File: config.mk
export PLATFORM = sky130hd
export DESIGN_NAME = relay_bank
export DESIGN_NICKNAME = d
export VERILOG_FILES = /design/src/relay_bank_pkg.sv /design/src/relay_bank.sv
export VERILOG_INCLUDE_DIRS = /design/src
export SDC_FILE = /design/constraint.sdc
export NUM_CORES = 1
export LEC_CHECK = 0
export ABC_CLOCK_PERIOD_IN_PS = 2350
export CAP_MARGIN = 30
export CORE_MARGIN = 2
export CORE_UTILIZATION = 60
export CTS_BUF_LIST = sky130_fd_sc_hd__clkbuf_4 sky130_fd_sc_hd__clkbuf_8
export CTS_CLUSTER_SIZE = 40
export DETAILED_ROUTE_END_ITERATION = 12
export DONT_BUFFER_PORTS = 1
export GPL_TIMING_DRIVEN = 0
export MAX_ROUTING_LAYER = met4
export PLACE_DENSITY = 0.76
export SLEW_MARGIN = 25
export SYNTH_ARGS = -nofsm -noshare
export SYNTH_HDL_FRONTEND = slang
export SYNTH_SLANG_ARGS = --single-unit
export TNS_END_PERCENT = 1
File: constraint.sdc
create_clock -name clk_i -period 2.35 [get_ports clk_i]
set_input_delay 0.47 -clock clk_i [delete_from_list [all_inputs] [get_ports clk_i]]
set_output_delay 0.47 -clock clk_i [all_outputs]
set_load 0.1 [all_outputs]
File: src/relay_bank_cfg.svh
// Register offsets, field positions and constant values for the relay bank.
`ifndef RELAY_BANK_CFG_SVH
`define RELAY_BANK_CFG_SVH
`define REG_IDENTITY 2'h0
`define REG_FIXED 2'h1
`define REG_UNUSED 2'h2
`define REG_CHANNEL 2'h3
`define ID_TERM_LSB 0
`define ID_TERM_W 3
`define ID_MOD_LSB 3
`define ID_MOD_W 5
`define ID_NO_TERM 3'h7
`define CHANNEL_RESET 8'h00
`endif

File: src/relay_bank_pkg.sv
// Types shared by the relay bank register interface.
package relay_bank_pkg;
	// Kind of backplane access seen in one cycle.
	typedef enum logic [1:0] {
		ACC_NONE = 2'h0,
		ACC_READ = 2'h1,
		ACC_WRITE = 2'h2
	} access_type;
endpackage

File: src/relay_bank.sv
// Backplane register interface of the eight-channel relay actuator card.
//
// What this block and the host must do
// Relays de-energize on reset or open command
// Register 0 read returns identity byte
// Identity: upper five module, lower three terminal
// No terminal module forces terminal bits ones
// Register 1 read returns fixed constant
// Register 3 read returns channel states
// Host treats read values as signed
// Any register 0 write opens all channels
// Backplane reset equals register 0 write
// Register 3 write loads channel control word
// Host uses primitive read/write for service
// Unused accesses leave control word; read zero
// Control word in flip-flops, reset clears
`include "relay_bank_cfg.svh"
`timescale 1ns/1ps
`default_nettype none
module relay_bank
	import relay_bank_pkg::*;
#(
	// Component module code; value is arbitrary.
	parameter logic [4:0] MODULE_CODE = 5'h15,
	// Hardwired constant, all sixteen bits; value is arbitrary.
	parameter logic [15:0] FIXED_VALUE = 16'h00a5
) (
	input wire logic clk_i, // System clock, 10 MHz.
	input wire logic nrst_i, // Synchronous active-low system reset.
	input wire logic acc_reset_i, // Backplane accessory reset, active high.
	input wire logic [1:0] reg_addr_i, // Register number.
	input wire logic rd_i, // Read strobe, one cycle.
	input wire logic wr_i, // Write strobe, one cycle.
	input wire logic [7:0] wr_data_i, // Write data.
	input wire logic [2:0] term_id_i, // Terminal module identity lines.
	input wire logic term_present_i, // High when a terminal module is fitted.
	output logic [15:0] rd_data_o, // Read data, valid one cycle after rd_i.
	output logic rd_valid_o, // Read data qualifier, one-cycle pulse.
	output logic [7:0] relay_o // Relay drivers, one means energized.
);
	// Registered state and next values.
	logic [7:0] channel_r, channel_nxt;
	logic [15:0] rd_data_r, rd_data_nxt;
	logic rd_valid_r, rd_valid_nxt;
	logic [2:0] rst_sync_r; // Accessory reset synchronizer.
	logic [2:0] term_sync_r; // Presence synchronizer.
	logic [2:0] tid_a_r, tid_b_r, tid_c_r; // Terminal identity synchronizer.
	logic [2:0] tid_r, tid_nxt; // Accepted terminal identity.
	logic present_r, present_nxt; // Accepted presence.
	logic acc_rst_r, acc_rst_nxt; // Accepted accessory reset level.
	access_type acc;

	// Classify the current access; a write takes priority over a read.
	always_comb begin
		if (wr_i) begin
			acc = ACC_WRITE;
		end else if (rd_i) begin
			acc = ACC_READ;
		end else begin
			acc = ACC_NONE;
		end
	end

	// Pin inputs count as changed once the second and third stages agree.
	always_comb begin
		acc_rst_nxt = acc_rst_r;
		present_nxt = present_r;
		tid_nxt = tid_r;
		if (rst_sync_r[1] == rst_sync_r[2]) begin
			acc_rst_nxt = rst_sync_r[2];
		end
		if (term_sync_r[1] == term_sync_r[2]) begin
			present_nxt = term_sync_r[2];
		end
		if (tid_b_r == tid_c_r) begin
			tid_nxt = tid_c_r;
		end
	end

	// Channel word: resets and register 0 writes open every relay.
	always_comb begin
		channel_nxt = channel_r;
		if (acc_rst_r) begin
			channel_nxt = `CHANNEL_RESET;
		end else if (acc == ACC_WRITE) begin
			if (reg_addr_i == `REG_IDENTITY) begin
				channel_nxt = `CHANNEL_RESET;
			end else if (reg_addr_i == `REG_CHANNEL) begin
				channel_nxt = wr_data_i;
			end else begin
				// Registers 1 and 2 take no data.
				channel_nxt = channel_r;
			end
		end
	end

	// Read mux.
	always_comb begin
		rd_data_nxt = 16'h0000;
		rd_valid_nxt = 1'b0;
		if (acc == ACC_READ) begin
			rd_valid_nxt = 1'b1;
			unique case (reg_addr_i)
				`REG_IDENTITY: begin
					rd_data_nxt[`ID_MOD_LSB +: `ID_MOD_W] = MODULE_CODE;
					rd_data_nxt[`ID_TERM_LSB +: `ID_TERM_W] =
						present_r ? tid_r : `ID_NO_TERM;
				end
				`REG_FIXED: begin
					rd_data_nxt = FIXED_VALUE;
				end
				`REG_CHANNEL: begin
					rd_data_nxt[7:0] = channel_r;
				end
				`REG_UNUSED: begin
					rd_data_nxt = 16'h0000;
				end
			endcase
		end
	end

	// Register everything; system reset clears the control word.
	always_ff @(posedge clk_i) begin
		if (!nrst_i) begin
			channel_r <= `CHANNEL_RESET;
			rd_data_r <= 16'h0000;
			rd_valid_r <= 1'b0;
			rst_sync_r <= 3'h0;
			term_sync_r <= 3'h0;
			tid_a_r <= 3'h0;
			tid_b_r <= 3'h0;
			tid_c_r <= 3'h0;
			tid_r <= `ID_NO_TERM;
			present_r <= 1'b0;
			acc_rst_r <= 1'b0;
		end else begin
			channel_r <= channel_nxt;
			rd_data_r <= rd_data_nxt;
			rd_valid_r <= rd_valid_nxt;
			rst_sync_r <= {rst_sync_r[1:0], acc_reset_i};
			term_sync_r <= {term_sync_r[1:0], term_present_i};
			tid_a_r <= term_id_i;
			tid_b_r <= tid_a_r;
			tid_c_r <= tid_b_r;
			tid_r <= tid_nxt;
			present_r <= present_nxt;
			acc_rst_r <= acc_rst_nxt;
		end
	end

	assign rd_data_o = rd_data_r;
	assign rd_valid_o = rd_valid_r;
	assign relay_o = channel_r;
endmodule
`default_nettype wire

==> metrics.yaml <==
setup_path:
  critPathCaptureType: "primary output"
  r2r_slack_ps: 850
  path_max_fanout: 3
  rr_endpoint: "rd_data_o[0]"
  critPathLaunchType: "flop"
  arrival_ps: 1370
  reg2reg_depth: 2
  worstReg2RegStart: "relay_o[0]"
  required_ps: 1880
  critical_path_class: "reg -> out"
layout:
  drive_above_1_share: 0.138
  design_area_sq_um: 1560
  syn2layout_area_growth_pct: 12.8
  nets: 180
  antenna-diode-count: 0
power_and_ir_drop:
  p_sw_w: 0.000399
  pwr-share-clk: 0.329
  p_leak_nw: 0.657
  internal-power_w: 0.000928
  powerDensity_nw_per_um2: 852
  sw_frac_of_total: 0.300
  combPwrFrac: 0.115
  ir_drop_v: 0.000596
  seq_power_share: 0.556
status:
  outcome: "complete, no violations"
route:
  vias: 939
  wl_mm: 2.32
  wl_per_cell_microns: 12.4
  ant_nets: 0
  firstDrtPassIters: 4
  route.detailed.drc: 0
  vias_per_cell: 5.02
  dr.first_iter.drc_count: 8
timing:
  fmax_ghz: 0.543
  hold_ws_ps: 244
  slew_headroom: 0.302
  fin_worst_skew_ps: 11.2
  post-route-period-util: 0.784
  min_period_ps: 1840
  slew_viol_final: 0
  rsz0062_at_grt: "false"
  tns_ps: 0
  setup_viol: 0
  worstMarginPinSlew_ps: 1050
  final_hold_viol_count: 0
  worst_slack_ps: 508
grt:
  grt_pass1_wl_mm: 3.70
  antenna_found_initial: 0
  grt_usage: 0.196
  grt_max_degree: 14
  grt-ovfl-total: 0
  grt_pass1_vias: 845
clock_network:
  cts_max_level: 2
  cts_setup_buffers: 0
  clock_sinks: 37
  numCtsBuffers: 5
  cts_tree: "done"
  clk_pin_slew_ps: 110
  hold_buffers: 0
  clk_latency_ps: 340
  cts_resized: 0
  clock_path_buffers: 2
  root_buffer: "clkbuf_4"
logic_synthesis:
  yosysWarnings: 0
  post_synth.cell_area_avg_sq_um: 9.72
  syn_inst: 142
  seq_area_frac_synth: 0.537
  synth.distinct_cells: 29
  syn_area_sq_um: 1380
  ys_seq_elements: 37
die:
  die_w_microns: 52.0
  die_area_sq_um: 2700
  rows: 17
  core_area_sq_um: 2190
  boundaryPins: 44
  die_y_microns: 52.0
  start_util: 0.630
hold_path:
  hold_path_end: "tid_a_r[1]"
  holdCritStartpoint: "term_id_i[1]"
  hold_depth: 1
  hold_path_class: "in -> reg"
placement:
  gp_congestion: 0.836
  dpl_worst_slack_ps: 807
  place_area_sq_um: 1440
  io_buffers: 0
  place.detailed.hpwl_mm: 1.75
run:
  drv_cap: 0
## power groups by stage
| stage | sequential [W] | combinational (W) | clock, W |
|---|---|---|---|
| 2_1_floorplan | 0.000751 | 0.000128 | 0 |
| 3_3_place_gp | 0.000756 | 0.000137 | 0 |
| 3_5_place_dp | 0.000757 | 0.000140 | 0 |
| 4_1_cts | 0.000743 | 0.000141 | 0.000447 |
| 5_1_grt | 0.000741 | 0.000165 | 0.000476 |
| 6_report | 0.000737 | 0.000152 | 0.000437 |
## per-stage QoR
step | power (W) | utilization | cells
final | 0.00133 | 0.710 | 187
after global routing | 0.00138 | 0.710 | 187
after floorplan | 0.000880 | - | 149
after CTS | 0.00133 | 0.696 | 185
after detailed placement | 0.000897 | 0.658 | 177
after global placement | 0.000893 | 0.658 | 177
## cell families after synthesis
family | Yosys count | share of synthesized area
muxes | 2 | 0.0145
adders and majority gates | 3 | 0.0272
xor gates and xnor gates | 3 | 0.0190
and+or+nand+nor | 56 | 0.230
other | 1 | 0.00272
AOI/OAI and AO/OA | 22 | 0.0925
buffers and inverters | 18 | 0.0771
DFF | 37 | 0.537
## layer usage
metal  wire length (microns)  part of all wire  up-vias  track usage
met5                       0                 0        -            -
li1                        -                 -      480            -
met2                    1150              0.50       29        0.304
met4                      34             0.015        0        0.105
met3                     128             0.055        4       0.0661
met1                    1010              0.43      426        0.224
## placed cells by master, fill, tap and decap left out, types with 3 or more instances in the layout
| cell type | netlist | final |
|---|---|---|
| a21oi_1 | 14 | 14 |
| and2_1 | 15 | 15 |
| buf_4 | 8 | 8 |
| clkbuf_1 | 5 | 6 |
| clkbuf_4 | 0 | 5 |
| conb_1 | 1 | 8 |
| dfxtp_1 | 37 | 37 |
| ha_1 | 3 | 3 |
| nand2_1 | 12 | 12 |
| nand3b_1 | 8 | 8 |
| nor2_1 | 4 | 4 |
| nor2b_1 | 5 | 5 |
| nor3_1 | 3 | 3 |
| xor2_1 | 3 | 3 |
## sequential cells by signal, indices dropped and copies added (netlist names)
register     flops
present_r        1
rd_data_o        8
tid_b_r          3
tid_a_r          3
relay_o          8
acc_rst_r        1
tid_c_r          3
rst_sync_r       3
rd_valid_o       1
tid_r            3
term_sync_r      3
## cells in the mapped netlist, drive strengths merged
master	count	share of area
nand3	2	0.0073
mux2i	2	0.015
dfxtp	37	0.54
and3	2	0.0091
a21oi	14	0.051
o21ba	1	0.0073
ha	3	0.027
nor2	4	0.011
a21boi	2	0.011
nor2b	5	0.023
clkbuf	5	0.014
nand3b	8	0.044
xor2	3	0.019
nor4	1	0.0045
nor3	4	0.018
a211oi	2	0.011
o31ai	1	0.0054
nand2b	2	0.0091
and2	15	0.068
inv	3	0.0082
conb	1	0.0027
or2	1	0.0045
nand2	12	0.033
buf	10	0.055
o21ai	2	0.0073
## how the worst max path moves through the flow
stage,start,endpoint,cells after the start
after floorplan,relay_o[0],relay_o[0],0
after global placement,reg_addr_i[1],relay_o[5],6
after detailed placement,reg_addr_i[1],relay_o[2],6
after CTS,relay_o[1],relay_o[1],0
after global routing,relay_o[2],relay_o[2],0
final,relay_o[2],relay_o[2],0
## final cells by class
class                           instances  area (sq um)
Buffer                                 15          95.1
Tap cell                               28          35.0
Clock inverter                          3          46.3
Sequential cell                        37           741
Timing Repair Buffer                    2          31.3
Inverter                                3          11.3
Clock buffer                            5          37.5
Fill cell                             171           634
Multi-Input combinational cell         94           559
No activity file was read; power rests on OpenSTA's default activity.
